**src/hw/sink_regs_pkg.sv**
```systemverilog
// constants for the sink timing and link status register group
package sink_regs_pkg;

  ////////////////////////////////////////////////////////////////////////////
  // register offsets
  localparam logic [11:0] HORIZ_SYNC_TIMING_OFS       = 12'h050;
  localparam logic [11:0] FAST_I2C_CLOCK_PRESCALE_OFS = 12'h060;
  localparam logic [11:0] VIDEO_LOCAL_ID_PRESENT_OFS  = 12'h084;
  localparam logic [11:0] AUDIO_LOCAL_ID_PRESENT_OFS  = 12'h088;
  localparam logic [11:0] REMOTE_MESSAGE_BYTE_OFS     = 12'h08c;
  localparam logic [11:0] SINK_SERVICE_REQUEST_OFS    = 12'h090;
  localparam logic [11:0] VIDEO_NOT_ACCEPTED_OFS      = 12'h094;
  localparam logic [11:0] AUDIO_NOT_ACCEPTED_OFS      = 12'h098;

  ////////////////////////////////////////////////////////////////////////////
  // field positions
  localparam int FRONT_PORCH_LSB    = 8;
  localparam int FRONT_PORCH_MSB    = 15;
  localparam int PULSE_WIDTH_LSB    = 0;
  localparam int PULSE_WIDTH_MSB    = 7;
  localparam int REMOTE_PENDING_BIT = 0;
  localparam int VENDOR_REQ_BIT     = 1;
  localparam int DOWN_REPLY_BIT     = 4;
  localparam int FLAG_BIT           = 0;

  ////////////////////////////////////////////////////////////////////////////
  // values after reset
  localparam logic [15:0] HORIZ_SYNC_TIMING_RST       = 16'h0f0f;
  localparam logic [31:0] FAST_I2C_CLOCK_PRESCALE_RST = 32'h0000_0000;
  localparam logic [7:0]  REMOTE_MESSAGE_BYTE_RST     = 8'h00;

  ////////////////////////////////////////////////////////////////////////////
  // sync generator states
  typedef enum logic [2:0]
  {
    HS_IDLE  = 3'b001,
    HS_PORCH = 3'b010,
    HS_PULSE = 3'b100
  } hsync_state_t;

endpackage

```
**src/hw/sticky_request_flag.sv**
```systemverilog
// one request bit: set by the host, cleared by the far end
`timescale 1ns/1ns
module sticky_request_flag
(
  input  wire logic core_clk,
  input  wire logic rst,
  input  wire logic set_req,
  input  wire logic clr_req,
  output logic      flag_r
);

  ////////////////////////////////////////////////////////////////////////////
  // set beats clear so an event in the clearing cycle is not lost
  always_ff @(posedge core_clk)
  begin
    if (rst)
      flag_r <= 1'b0;
    else if (set_req)
      flag_r <= 1'b1;
    else if (clr_req)
      flag_r <= 1'b0;
  end

endmodule

```
**src/hw/hsync_pulse_gen.sv**
```systemverilog
// horizontal sync generator: porch delay then fixed-width pulse
`timescale 1ns/1ns
module hsync_pulse_gen
(
  input  wire logic       core_clk,
  input  wire logic       rst,
  input  wire logic       line_end,
  input  wire logic [7:0] porch_len,
  input  wire logic [7:0] pulse_len,
  output logic            hsync,
  output logic            busy
);

  sink_regs_pkg::hsync_state_t state_r;
  logic [7:0]                  cnt_r;

  ////////////////////////////////////////////////////////////////////////////
  // line ends arriving mid-sequence are ignored; settings latched per phase
  always_ff @(posedge core_clk)
  begin
    if (rst)
    begin
      state_r <= sink_regs_pkg::HS_IDLE;
      cnt_r   <= 8'h00;
    end
    else
    begin
      unique case (state_r)
        sink_regs_pkg::HS_IDLE:
        begin
          if (line_end)
          begin
            if (porch_len != 8'h00)
            begin
              state_r <= sink_regs_pkg::HS_PORCH; // RULE_02
              cnt_r   <= porch_len;
            end
            else if (pulse_len != 8'h00)
            begin
              state_r <= sink_regs_pkg::HS_PULSE;
              cnt_r   <= pulse_len;
            end
          end
        end
        sink_regs_pkg::HS_PORCH:
        begin
          if (cnt_r == 8'h01)
          begin
            state_r <= (pulse_len != 8'h00) ? sink_regs_pkg::HS_PULSE
                                            : sink_regs_pkg::HS_IDLE;
            cnt_r   <= pulse_len; // RULE_03
          end
          else
            cnt_r <= cnt_r - 8'h01; // RULE_02
        end
        sink_regs_pkg::HS_PULSE:
        begin
          if (cnt_r == 8'h01)
            state_r <= sink_regs_pkg::HS_IDLE;
          else
            cnt_r <= cnt_r - 8'h01; // RULE_03
        end
        default:
        begin
          state_r <= sink_regs_pkg::HS_IDLE;
          cnt_r   <= 8'h00;
        end
      endcase
    end
  end

  // straight from the state flop, active high
  assign hsync = (state_r == sink_regs_pkg::HS_PULSE); // RULE_01
  assign busy  = (state_r != sink_regs_pkg::HS_IDLE);

endmodule

```
**src/hw/sink_timing_and_link_status_regs.sv**
```systemverilog
// register group for sync timing, i2c prescale and link status bits
// Function
// [RULE_01] hsync pulse active high, length programmed
// [RULE_02] front porch cycles before hsync rise
// [RULE_03] hsync high exactly pulse-width cycles
// [RULE_04] sync timing register resets to 0x0f0f
// [RULE_05] software sets prescale to clock/10 minus one
// [RULE_06] video local id bit reported to transmitter
// [RULE_07] audio local id bit reported to transmitter
// [RULE_08] eight-bit remote byte offered to transmitter
// [RULE_09] writing one sets remote pending bit
// [RULE_10] writing zero never clears request vector
// [RULE_11] service register reads live vector state
// [RULE_12] bit 1 mirrors vendor local request
// [RULE_13] bit 4 flags down reply ready
// [RULE_14] video not accepted bit reported out
// [RULE_15] audio not accepted bit reported out
// [RULE_16] host reaches registers over apb
// [RULE_17] unused bits read zero, ignore writes
`timescale 1ns/1ns
module sink_timing_and_link_status_regs
(
  input  wire logic        core_clk,
  input  wire logic        rst,
  // apb host port
  input  wire logic        psel,
  input  wire logic        penable,
  input  wire logic        pwrite,
  input  wire logic [11:0] paddr,
  input  wire logic [31:0] pwdata,
  output logic [31:0]      prdata,
  output logic             pready,
  output logic             pslverr,
  // video timing side
  input  wire logic        line_end,
  output logic             vid_hsync,
  output logic             hsync_busy,
  // i2c side
  output logic [31:0]      i2c_prescale,
  // link configuration data side
  input  wire logic        remote_pending_clr,
  input  wire logic        down_reply_clr,
  input  wire logic        vendor_local_request,
  output logic             video_local_id_present,
  output logic             audio_local_id_present,
  output logic [7:0]       remote_message_byte,
  output logic             remote_pending,
  output logic             down_reply_ready,
  output logic             video_not_accepted,
  output logic             audio_not_accepted
);

  logic [15:0] horiz_sync_timing_r;
  logic [31:0] fast_i2c_clock_prescale_r;
  logic        video_local_id_r;
  logic        audio_local_id_r;
  logic [7:0]  remote_message_byte_r;
  logic        video_not_accepted_r;
  logic        audio_not_accepted_r;
  logic [31:0] prdata_r;
  logic [31:0] rd_nxt;
  logic        hit;
  logic        wr_en;
  logic        setup;
  logic [31:0] service_view;
  logic        remote_set;
  logic        down_set;
  logic        sel_timing;
  logic        sel_prescale;
  logic        sel_video_id;
  logic        sel_audio_id;
  logic        sel_remote;
  logic        sel_service;
  logic        sel_video_na;
  logic        sel_audio_na;

  ////////////////////////////////////////////////////////////////////////////
  // apb decode: zero wait states, read data captured in setup phase
  assign setup   = psel & ~penable;
  assign wr_en   = psel & penable & pwrite & hit; // RULE_16
  assign pready  = 1'b1;
  assign pslverr = psel & penable & ~hit;
  assign prdata  = prdata_r;

  always_comb
  begin
    unique case (paddr)
      sink_regs_pkg::HORIZ_SYNC_TIMING_OFS,
      sink_regs_pkg::FAST_I2C_CLOCK_PRESCALE_OFS,
      sink_regs_pkg::VIDEO_LOCAL_ID_PRESENT_OFS,
      sink_regs_pkg::AUDIO_LOCAL_ID_PRESENT_OFS,
      sink_regs_pkg::REMOTE_MESSAGE_BYTE_OFS,
      sink_regs_pkg::SINK_SERVICE_REQUEST_OFS,
      sink_regs_pkg::VIDEO_NOT_ACCEPTED_OFS,
      sink_regs_pkg::AUDIO_NOT_ACCEPTED_OFS:
        hit = 1'b1;
      default:
        hit = 1'b0;
    endcase
  end

  // one select per register, exact match only so no aliases appear
  always_comb
  begin
    sel_timing   = (paddr == sink_regs_pkg::HORIZ_SYNC_TIMING_OFS);
    sel_prescale = (paddr == sink_regs_pkg::FAST_I2C_CLOCK_PRESCALE_OFS);
    sel_video_id = (paddr == sink_regs_pkg::VIDEO_LOCAL_ID_PRESENT_OFS);
    sel_audio_id = (paddr == sink_regs_pkg::AUDIO_LOCAL_ID_PRESENT_OFS);
    sel_remote   = (paddr == sink_regs_pkg::REMOTE_MESSAGE_BYTE_OFS);
    sel_service  = (paddr == sink_regs_pkg::SINK_SERVICE_REQUEST_OFS);
    sel_video_na = (paddr == sink_regs_pkg::VIDEO_NOT_ACCEPTED_OFS);
    sel_audio_na = (paddr == sink_regs_pkg::AUDIO_NOT_ACCEPTED_OFS);
  end

  ////////////////////////////////////////////////////////////////////////////
  // sync timing
  always_ff @(posedge core_clk)
  begin
    if (rst)
      horiz_sync_timing_r <= sink_regs_pkg::HORIZ_SYNC_TIMING_RST; // RULE_04
    else if (wr_en && sel_timing)
      horiz_sync_timing_r <= pwdata[15:0]; // RULE_17
  end

  ////////////////////////////////////////////////////////////////////////////
  // i2c prescale; value is software's job, stored as written
  always_ff @(posedge core_clk)
  begin
    if (rst)
      fast_i2c_clock_prescale_r <= sink_regs_pkg::FAST_I2C_CLOCK_PRESCALE_RST;
    else if (wr_en && sel_prescale)
      fast_i2c_clock_prescale_r <= pwdata; // RULE_05
  end

  assign i2c_prescale = fast_i2c_clock_prescale_r;

  ////////////////////////////////////////////////////////////////////////////
  // capability and status bits for the link configuration data
  always_ff @(posedge core_clk)
  begin
    if (rst)
      video_local_id_r <= 1'b0;
    else if (wr_en && sel_video_id)
      video_local_id_r <= pwdata[sink_regs_pkg::FLAG_BIT]; // RULE_06
  end

  always_ff @(posedge core_clk)
  begin
    if (rst)
      audio_local_id_r <= 1'b0;
    else if (wr_en && sel_audio_id)
      audio_local_id_r <= pwdata[sink_regs_pkg::FLAG_BIT]; // RULE_07
  end

  always_ff @(posedge core_clk)
  begin
    if (rst)
      video_not_accepted_r <= 1'b0;
    else if (wr_en && sel_video_na)
      video_not_accepted_r <= pwdata[sink_regs_pkg::FLAG_BIT]; // RULE_14
  end

  always_ff @(posedge core_clk)
  begin
    if (rst)
      audio_not_accepted_r <= 1'b0;
    else if (wr_en && sel_audio_na)
      audio_not_accepted_r <= pwdata[sink_regs_pkg::FLAG_BIT]; // RULE_15
  end

  assign video_local_id_present = video_local_id_r;
  assign audio_local_id_present = audio_local_id_r;
  assign video_not_accepted     = video_not_accepted_r;
  assign audio_not_accepted     = audio_not_accepted_r;

  ////////////////////////////////////////////////////////////////////////////
  // remote byte
  always_ff @(posedge core_clk)
  begin
    if (rst)
      remote_message_byte_r <= sink_regs_pkg::REMOTE_MESSAGE_BYTE_RST;
    else if (wr_en && sel_remote)
      remote_message_byte_r <= pwdata[7:0]; // RULE_08
  end

  assign remote_message_byte = remote_message_byte_r;

  ////////////////////////////////////////////////////////////////////////////
  // service request vector: host can only set, transmitter clears
  assign remote_set = wr_en && sel_service
                      && pwdata[sink_regs_pkg::REMOTE_PENDING_BIT]; // RULE_09 RULE_10
  assign down_set   = wr_en && sel_service
                      && pwdata[sink_regs_pkg::DOWN_REPLY_BIT]; // RULE_13 RULE_10

  sticky_request_flag u_remote_pending
  (
    .core_clk (core_clk),
    .rst      (rst),
    .set_req  (remote_set),
    .clr_req  (remote_pending_clr),
    .flag_r   (remote_pending)
  );

  sticky_request_flag u_down_reply
  (
    .core_clk (core_clk),
    .rst      (rst),
    .set_req  (down_set),
    .clr_req  (down_reply_clr),
    .flag_r   (down_reply_ready)
  );

  always_comb
  begin
    service_view = 32'h0000_0000;
    service_view[sink_regs_pkg::REMOTE_PENDING_BIT] = remote_pending; // RULE_11
    service_view[sink_regs_pkg::VENDOR_REQ_BIT]     = vendor_local_request; // RULE_12
    service_view[sink_regs_pkg::DOWN_REPLY_BIT]     = down_reply_ready; // RULE_11
  end

  ////////////////////////////////////////////////////////////////////////////
  // read mux; unmapped and unused bits read zero
  always_comb
  begin
    rd_nxt = 32'h0000_0000; // RULE_17
    unique case (paddr)
      sink_regs_pkg::HORIZ_SYNC_TIMING_OFS:
        rd_nxt[15:0] = horiz_sync_timing_r;
      sink_regs_pkg::FAST_I2C_CLOCK_PRESCALE_OFS:
        rd_nxt = fast_i2c_clock_prescale_r;
      sink_regs_pkg::VIDEO_LOCAL_ID_PRESENT_OFS:
        rd_nxt[sink_regs_pkg::FLAG_BIT] = video_local_id_r;
      sink_regs_pkg::AUDIO_LOCAL_ID_PRESENT_OFS:
        rd_nxt[sink_regs_pkg::FLAG_BIT] = audio_local_id_r;
      sink_regs_pkg::REMOTE_MESSAGE_BYTE_OFS:
        rd_nxt[7:0] = remote_message_byte_r;
      sink_regs_pkg::SINK_SERVICE_REQUEST_OFS:
        rd_nxt = service_view;
      sink_regs_pkg::VIDEO_NOT_ACCEPTED_OFS:
        rd_nxt[sink_regs_pkg::FLAG_BIT] = video_not_accepted_r;
      sink_regs_pkg::AUDIO_NOT_ACCEPTED_OFS:
        rd_nxt[sink_regs_pkg::FLAG_BIT] = audio_not_accepted_r;
      default:
        rd_nxt = 32'h0000_0000;
    endcase
  end

  // sampled in setup so access phase sees flop data; status may age a cycle
  always_ff @(posedge core_clk)
  begin
    if (rst)
      prdata_r <= 32'h0000_0000;
    else if (setup && !pwrite)
      prdata_r <= rd_nxt;
  end

  ////////////////////////////////////////////////////////////////////////////
  // sync generator
  hsync_pulse_gen u_hsync
  (
    .core_clk  (core_clk),
    .rst       (rst),
    .line_end  (line_end),
    .porch_len (horiz_sync_timing_r[sink_regs_pkg::FRONT_PORCH_MSB:
                                    sink_regs_pkg::FRONT_PORCH_LSB]), // RULE_02
    .pulse_len (horiz_sync_timing_r[sink_regs_pkg::PULSE_WIDTH_MSB:
                                    sink_regs_pkg::PULSE_WIDTH_LSB]), // RULE_03
    .hsync     (vid_hsync), // RULE_01
    .busy      (hsync_busy)
  );

endmodule

```
**config.mk**
```make
export PLATFORM = sky130hd
export DESIGN_NAME = sink_timing_and_link_status_regs
export DESIGN_NICKNAME = d
export VERILOG_FILES = /design/src/hw/sink_regs_pkg.sv /design/src/hw/sticky_request_flag.sv /design/src/hw/hsync_pulse_gen.sv /design/src/hw/sink_timing_and_link_status_regs.sv
export SDC_FILE = /design/constraint.sdc
export NUM_CORES = 1
export LEC_CHECK = 0
export BUFFER_PORTS_ARGS = -buffer_cell sky130_fd_sc_hd__buf_2
export CORE_AREA = 2 2 119 121
export CTS_CLUSTER_SIZE = 16
export DETAILED_ROUTE_END_ITERATION = 7
export DIE_AREA = 0 0 121 123
export REMOVE_ABC_BUFFERS = 1
export SLEW_MARGIN = 25
export SYNTH_ARGS = -nofsm -noshare
export SYNTH_HDL_FRONTEND = slang
export SYNTH_SLANG_ARGS = --single-unit
```
**constraint.sdc**
```tcl
create_clock -name core_clk -period 2.4 [get_ports core_clk]
set_input_delay 0.36 -clock core_clk [delete_from_list [all_inputs] [get_ports core_clk]]
set_output_delay 0.36 -clock core_clk [all_outputs]
set_load 0.02 [all_outputs]
```
==> load_flow_metrics.sql, run 1 <==
INSERT INTO impl_metrics (metric_group, metric, value, unit) VALUES
('pwr', 'net-switching-power', '0.9242', 'mW'),
('min_path', 'hold_path_startpoint', 'pwdata[10]', ''),
('global_routing', 'grt_start_max_net_pins', '34', ''),
('timing', 'finalClockSkew', '9.404', 'ps'),
('drt', 'ant_nets', '0', ''),
('min_path', 'min_delay_worst_endpoint', 'horiz_sync_timing_r[10]', ''),
('clocking', 'worst_setup_hold_path_clk_slew', '70', 'ps'),
('layout', 'layout.nets', '773', ''),
('worst_setup_path', 'reg_to_reg_end', 'u_hsync.cnt_r[4]', ''),
('pwr', 'power.density', '618.0', 'nW/um^2'),
('status', 'run_status', 'completed', ''),
('place', 'place_ws', '31.32', 'ps'),
('layout', 'final.fill_count', '1356', ''),
('floorplanning', 'num_io_pins', '135', ''),
('floorplanning', 'chipWidth', '121', 'um'),
('worst_setup_path', 'timing.rr.start', 'u_hsync.cnt_r[1]', ''),
('timing', 'setup_repair_after_global_routing_missed_its_margin', 'false', ''),
('min_path', 'min_path_type', 'input port to register', ''),
('timing', 'final-max-slew-violation-count', '0', ''),
('yosys', 'gate_count_of_the_mapped_netlist', '579', ''),
('yosys', 'syn_area', '4707', 'um^2'),
('place', 'io_buffer_count', '133', ''),
('floorplanning', 'die-height', '123', 'um'),
('clocking', 'clock_path_buffers', '2', ''),
('floorplanning', 'floorplan.rows', '43', ''),
('global_routing', 'number_of_global_route_vias_before_repair', '4664', ''),
('pwr', 'vdd_drop_max', '345.1', 'uV'),
('worst_setup_path', 'crit_path_cell_trace', 'buf_2 -> or4_4 -> nor4_4 -> a21oi_1 -> and4_2 -> buf_2', ''),
('clocking', 'tritoncts', 'built', ''),
('drt', 'detailroute.via_count', '4751', ''),
('drt', 'avgRoutedWirePerCell', '16.29', 'um'),
('timing', 'totalNegativeSetupSlack', '0', 'ps'),
('worst_setup_path', 'crit_path_max_fanout', '3', ''),
('worst_setup_path', 'worst-r2r-setup-slack', '230', 'ps'),
('timing', 'fin_ws', '124.2', 'ps'),
('pwr', 'sw_frac_of_total', '0.2491', ''),
('drt', 'post-route-drc-count', '0', ''),
('yosys', 'synth_edf_count', '0', ''),
('clocking', 'postCtsHoldBufs', '0', ''),
('yosys', 'synth-seq-area-share', '0.4466', ''),
('global_routing', 'grt-ovfl-total', '0', ''),
('worst_setup_path', 'critPathMostFrequentCell', 'sky130_fd_sc_hd__buf_2', ''),
('yosys', 'synth_compound_area_frac', '0.1858', ''),
('layout', 'drive_above_1_share', '0.2808', ''),
('layout', 'flow.area_growth_from_synthesis', '27.51', '%'),
('worst_setup_path', 'crit_start', 'paddr[9]', ''),
('yosys', 'flop_and_latch_count_out_of_synthesis', '105', ''),
('yosys', 'yosys.area_share.simple', '0.2876', ''),
('worst_setup_path', 'timing.reg2reg.worst_path_depth', '7', ''),
('pwr', 'power_leakage', '2.483', 'nW'),
('floorplanning', 'die-area', '14880', 'um^2'),
('yosys', 'synth_top_family_by_area', 'simple AND/OR/NAND/NOR gates', ''),
('global_routing', 'grt_antenna_before_repair', '0', ''),
('clocking', 'post-cts-setup-buffers', '0', ''),
('yosys', 'synthesized_area_fraction_occupied_by_xor_and_xnor_cells', '0.003721', ''),
('worst_setup_path', 'critical-path-max-stage-delay', '590', 'ps'),
('worst_setup_path', 'critPathTopFamily', 'simple AND/OR/NAND/NOR gates', ''),
('global_routing', 'grt_util_all_layers', '0.1989', ''),
('clocking', 'cts.htree.levels', '3', ''),
('worst_setup_path', 'cp_data_arrival_time', '1920', 'ps'),
('clocking', 'numCtsBuffers', '9', ''),
('pwr', 'comb_power_share', '0.107', ''),
('place', 'place.detailed.hpwl', '10710', 'um'),
('worst_setup_path', 'setup.worst_path.end_class', 'output pin', ''),
('timing', 'max_freq', '439.4', 'MHz'),
('timing', 'worst_slew_margin_rel', '0.5489', ''),
('layout', 'n_antenna_cell', '0', ''),
('yosys', 'synth.area.mux_share', '0.02791', ''),
('layout', 'utilization', '0.4409', ''),
('yosys', 'yosys_warnings', '0', ''),
('yosys', 'async_reset_ff_frac', '0', '');
-- cells in the final DEF, fill, tap and decap left out, drive strengths merged, types with 8 or more instances in the layout --
| cell | count |
|---|---|
| nor4 | 11 |
| o21ai | 30 |
| a21oi | 73 |
| a221oi | 15 |
| buf | 163 |
| nor2 | 31 |
| nand2 | 141 |
| dfxtp | 105 |
| mux2i | 12 |
| nand3 | 30 |
| nor3 | 8 |
| clkbuf | 12 |
-- power by group through the flow --
stage | logic [mW] | registers, mW | clock network, mW
6_report | 0.398 | 1.79 | 1.52
5_1_grt | 0.436 | 1.80 | 1.62
4_1_cts | 0.389 | 1.79 | 1.55
3_5_place_dp | 0.387 | 1.83 | 0
3_3_place_gp | 0.384 | 1.83 | 0
2_1_floorplan | 0.193 | 1.84 | 0
-- worst min-delay path, delay by kind of cell --
family | cells | cell delay, ps
buffers and inverters | 1 | 90
AND/OR/NAND/NOR | 2 | 100
-- sequential cells by signal, summed over array words and instances (netlist names), 3 cells and up --
signal	cells
u_hsync.cnt_r	8
horiz_sync_timing_r	16
u_hsync.state_r	3
i2c_prescale	32
prdata	32
remote_message_byte	8
-- cell families (layout without fill, tap and decap cells) --
family	Yosys count	count (layout)
fa+ha+maj	2	2
other cells	1	1
simple gates	269	269
mux	13	13
flops	105	105
xor+xnor	2	2
buf+inv	42	186
compound gates	145	145
-- cell type report --
| type | instances | area, um^2 | area share |
|---|---|---|---|
| Clock buffer | 12 | 256.5 | 0.04274 |
| Clock inverter | 4 | 51.30 | 0.008547 |
| Inverter | 7 | 26.28 | 0.004378 |
| Multi-Input combinational cell | 432 | 2425 | 0.4040 |
| Sequential cell | 105 | 2102 | 0.3502 |
| Tap cell | 180 | 225.2 | 0.03752 |
| Timing Repair Buffer | 163 | 915.9 | 0.1526 |
-- cell usage after synthesis (all sizes together), types with 2 or more instances --
library cell / number / share of area
or2: 3 / 0.0040
buf: 11 / 0.018
nand2: 141 / 0.11
or4: 5 / 0.0090
a22oi: 6 / 0.0096
a21oi: 73 / 0.078
nor4: 11 / 0.027
and4: 2 / 0.0040
a221oi: 15 / 0.028
nor3b: 4 / 0.0064
dfxtp: 105 / 0.45
or3b: 5 / 0.0093
mux2i: 12 / 0.026
nor2b: 2 / 0.0027
inv: 7 / 0.0056
a21boi: 2 / 0.0032
nand3: 30 / 0.032
and3: 7 / 0.0093
a222oi: 4 / 0.0085
o21ai: 30 / 0.033
nand2b: 7 / 0.0093
a31oi: 3 / 0.0040
nor2: 31 / 0.025
a32o: 2 / 0.0043
nand3b: 3 / 0.0048
clkbuf: 24 / 0.019
nor3: 8 / 0.0096
a211oi: 2 / 0.0032
ha: 2 / 0.0053
and2: 3 / 0.0040
-- metal layers --
layer,global-route usage,vias to the layer above,part of all wire
met5,0,-,0
met4,0.06177,0,0.011
met3,0.05766,19,0.080
met2,0.3287,182,0.47
met1,0.2511,2211,0.44
li1,-,2339,-
-- worst max-delay path by stage --
stage	endpoint	depth (start not counted)
6_report	pslverr	6
5_1_grt	pslverr	6
3_5_place_dp	pslverr	6
2_1_floorplan	i2c_prescale[0]	5
3_3_place_gp	pslverr	6
4_1_cts	pslverr	6
-- per-stage QoR --
stage	power, mW	instance area [um^2]	std cells	hold slack, ps
3_5_place_dp	2.218	5680	887	444.2
2_1_floorplan	2.032	4534	544	429.1
5_1_grt	3.852	6002	903	253.0
6_report	3.709	6002	903	242.3
4_1_cts	3.730	5988	903	234.2
3_3_place_gp	2.214	5680	887	435.7
Note: power is estimated with default switching activity, not from simulation.
==> run 2: changes to the inputs <==
- CORE_AREA: 2 2 119 121 -> 2 2 109 133
- DIE_AREA: 0 0 121 123 -> 0 0 111 135
==> run 2 against run 1 <==
Combinational power increased by 1%; worst setup slack got worse by 69 ps; first-iteration DRC count increased by 4.7%; fmax decreased by 2.9%; critical path type unchanged; highest routed layer unchanged; global-route usage increased by 0.15 points; hold slack improved by 1.1 ps.
==> load_flow_metrics.sql, run 2 (same netlist as run 1, synthesis figures left out) <==
INSERT INTO impl_metrics (metric_group, metric, value, unit) VALUES
('floorplanning', 'die-height', '135', 'um'),
('clocking', 'clock_path_buffers', '2', ''),
('timing', 'final.period_utilization', '0.9769', ''),
('floorplanning', 'fp.coreArea', '13580', 'um^2'),
('drt', 'detailroute.via_count', '4736', ''),
('worst_setup_path', 'timing.rr.start', 'u_hsync.cnt_r[1]', ''),
('clocking', 'cts_sinks', '105', ''),
('layout', 'stdcell_count', '897', ''),
('floorplanning', 'chipWidth', '111', 'um'),
('layout', 'layout.nets', '777', ''),
('place', 'io_buffer_count', '133', ''),
('drt', 'drc_marker_count_from_the_first_detailed_route_iteration', '337', ''),
('timing', 'finalHoldViolCount', '0', ''),
('layout', 'n_antenna_cell', '0', ''),
('timing', 'fin_ws', '55.34', 'ps'),
('timing', 'hold-worst-slack', '243.5', 'ps'),
('worst_setup_path', 'critPathMostFrequentCell', 'sky130_fd_sc_hd__buf_2', ''),
('timing', 'finalClockSkew', '4.769', 'ps'),
('min_path', 'min_path_type', 'input port to register', ''),
('global_routing', 'grt_start_max_net_pins', '33', ''),
('timing', 'setup_repair_after_global_routing_missed_its_margin', 'false', ''),
('drt', 'totalWireLength', '15050', 'um'),
('pwr', 'vdd_drop_max', '496.8', 'uV'),
('global_routing', 'grt_util_all_layers', '0.2004', ''),
('clocking', 'post-cts-setup-buffers', '0', ''),
('worst_setup_path', 'path_buf_inv', '2', ''),
('timing', 'worst_slew_margin_rel', '0.5938', ''),
('timing', 'worst_slew_pin_slew', '603.8', 'ps'),
('timing', 'setup_violations', '0', ''),
('place', 'place.detailed.hpwl', '10910', 'um'),
('drt', 'ant_nets', '0', ''),
('global_routing', 'grt-ovfl-total', '0', ''),
('timing', 'final-max-slew-violation-count', '0', ''),
('worst_setup_path', 'worst_ep_required_time', '2040', 'ps'),
('worst_setup_path', 'crit_start', 'paddr[1]', ''),
('worst_setup_path', 'worstSetupPathType', 'input port to output pin', ''),
('worst_setup_path', 'cp_data_arrival_time', '1980', 'ps'),
('clocking', 'clock_latency_on_the_worst_skew_pair', '340', 'ps'),
('worst_setup_path', 'critPathTopFamily', 'simple AND/OR/NAND/NOR gates', ''),
('timing', 'totalNegativeSetupSlack', '0', 'ps'),
('layout', 'layout_common_cells', '140 x sky130_fd_sc_hd__nand2_1, 133 x sky130_fd_sc_hd__buf_2, 105 x sky130_fd_sc_hd__dfxtp_1, 72 x sky130_fd_sc_hd__a21oi_1, 32 x sky130_fd_sc_hd__buf_4', ''),
('timing', 'max_freq', '426.5', 'MHz'),
('clocking', 'tritoncts', 'built', ''),
('global_routing', 'grt_pass1_wl', '24230', 'um'),
('worst_setup_path', 'crit_end', 'pslverr', ''),
('floorplanning', 'num_io_pins', '135', ''),
('layout', 'flow.area_growth_from_synthesis', '27.51', '%'),
('worst_setup_path', 'reg_to_reg_end', 'u_hsync.cnt_r[0]', ''),
('clocking', 'numCtsBuffers', '9', ''),
('worst_setup_path', 'critical-path-max-stage-delay', '780', 'ps'),
('place', 'place_ws', '12.55', 'ps'),
('worst_setup_path', 'crit_path_cell_trace', 'buf_2 -> or4_2 -> nor3_4 -> a21oi_1 -> and4_2 -> buf_2', ''),
('drt', 'drt-vias-per-instance', '5.280', ''),
('worst_setup_path', 'crit_path_max_fanout', '3', ''),
('clocking', 'postCtsHoldBufs', '0', ''),
('drt', 'post-route-drc-count', '0', ''),
('global_routing', 'number_of_global_route_vias_before_repair', '4682', ''),
('layout', 'final.fill_count', '1396', ''),
('worst_setup_path', 'critical-path-slowest-cell', 'sky130_fd_sc_hd__or4_2', ''),
('place', 'place_inst', '882', ''),
('floorplanning', 'floorplan.rows', '47', ''),
('status', 'run_status', 'completed', ''),
('clocking', 'worst_setup_hold_path_clk_slew', '70', 'ps'),
('layout', 'drive_above_1_share', '0.2851', ''),
('worst_setup_path', 'setup.worst_path.end_class', 'output pin', ''),
('timing', 'min_period', '2345', 'ps'),
('drt', 'avgRoutedWirePerCell', '16.77', 'um'),
('worst_setup_path', 'timing.reg2reg.worst_path_depth', '8', ''),
('floorplanning', 'die-area', '14990', 'um^2'),
('place', 'detailed_place.area', '5699', 'um^2'),
('worst_setup_path', 'path_depth', '6', ''),
('flow_run', 'max_cap_viol_count', '0', ''),
('layout', 'utilization', '0.4418', ''),
('clocking', 'root_buffer_cell', 'sky130_fd_sc_hd__clkbuf_16', ''),
('global_routing', 'grt_antenna_before_repair', '0', ''),
('pwr', 'total_power', '3.620', 'mW'),
('layout', 'post-route-cell-area', '6002', 'um^2'),
('layout', 'final_common_cell', 'sky130_fd_sc_hd__nand2_1', ''),
('pwr', 'power.density', '603.2', 'nW/um^2'),
('floorplanning', 'floorplan.initialDensity', '0.3465', ''),
('pwr', 'power_leakage', '2.494', 'nW'),
('clocking', 'cts.htree.levels', '3', ''),
('place', 'place_congestion', '0.9169', ''),
('worst_setup_path', 'setup.worst_path.start_class', 'input port', ''),
('drt', 'drt_first_pass_iters', '6', ''),
('worst_setup_path', 'worst-r2r-setup-slack', '220', 'ps');
==> run 2: final cells by class <==
type,instances,area [um^2],share of cell area
tap,171,214.0,0.03565
clock buffer,12,266.5,0.04440
timing repair buffer,167,945.9,0.1576
inverter,7,26.28,0.004378
multi-input combinational,432,2422,0.4036
clock inverter,3,25.02,0.004169
sequential,105,2102,0.3502
==> run 2: repair_timing <==
action | CTS | global route
hold endpoints to repair | 0 | 0
endpoints found under the setup margin | 0 | 6
resized for setup | 0 | 3
==> run 2: how the worst min path moves through the flow <==
stage          cells after the start  slack, ps                 endpoint       start
2_1_floorplan                      1        430  horiz_sync_timing_r[12]         rst
3_3_place_gp                       2        440               prdata[22]  prdata[22]
3_5_place_dp                       2        440               prdata[19]  prdata[19]
4_1_cts                            3        230   horiz_sync_timing_r[8]   pwdata[8]
5_1_grt                            3        260         i2c_prescale[31]  pwdata[31]
6_report                           3        240   horiz_sync_timing_r[9]   pwdata[9]
==> run 2: worst reg2reg max path, stage by stage (launching register included) <==
cell and delay (ps):
sky130_fd_sc_hd__dfxtp_1 310, sky130_fd_sc_hd__inv_1 90, sky130_fd_sc_hd__ha_1 210, sky130_fd_sc_hd__or3b_2 520
sky130_fd_sc_hd__o21ai_1 260, sky130_fd_sc_hd__buf_4 180, sky130_fd_sc_hd__nand2_1 70, sky130_fd_sc_hd__a222oi_1 270
sky130_fd_sc_hd__o21ai_0 140
==> run 2: where the power goes <==
| part | leakage (nW) | internal, mW | switching (mW) |
|---|---|---|---|
| Clock | 0.141 | 0.787 | 0.638 |
| Sequential | 0.848 | 1.77 | 0.0260 |
| Combinational | 1.50 | 0.158 | 0.245 |
==> run 2: layer usage <==
| metal | wire [um] | global-route usage | vias up |
|---|---|---|---|
| li1 | - | - | 2335 |
| met1 | 6538 | 0.2473 | 2236 |
| met2 | 7541 | 0.3466 | 143 |
| met3 | 683 | 0.04129 | 22 |
| met4 | 283 | 0.07361 | 0 |
| met5 | 0 | 0 | - |
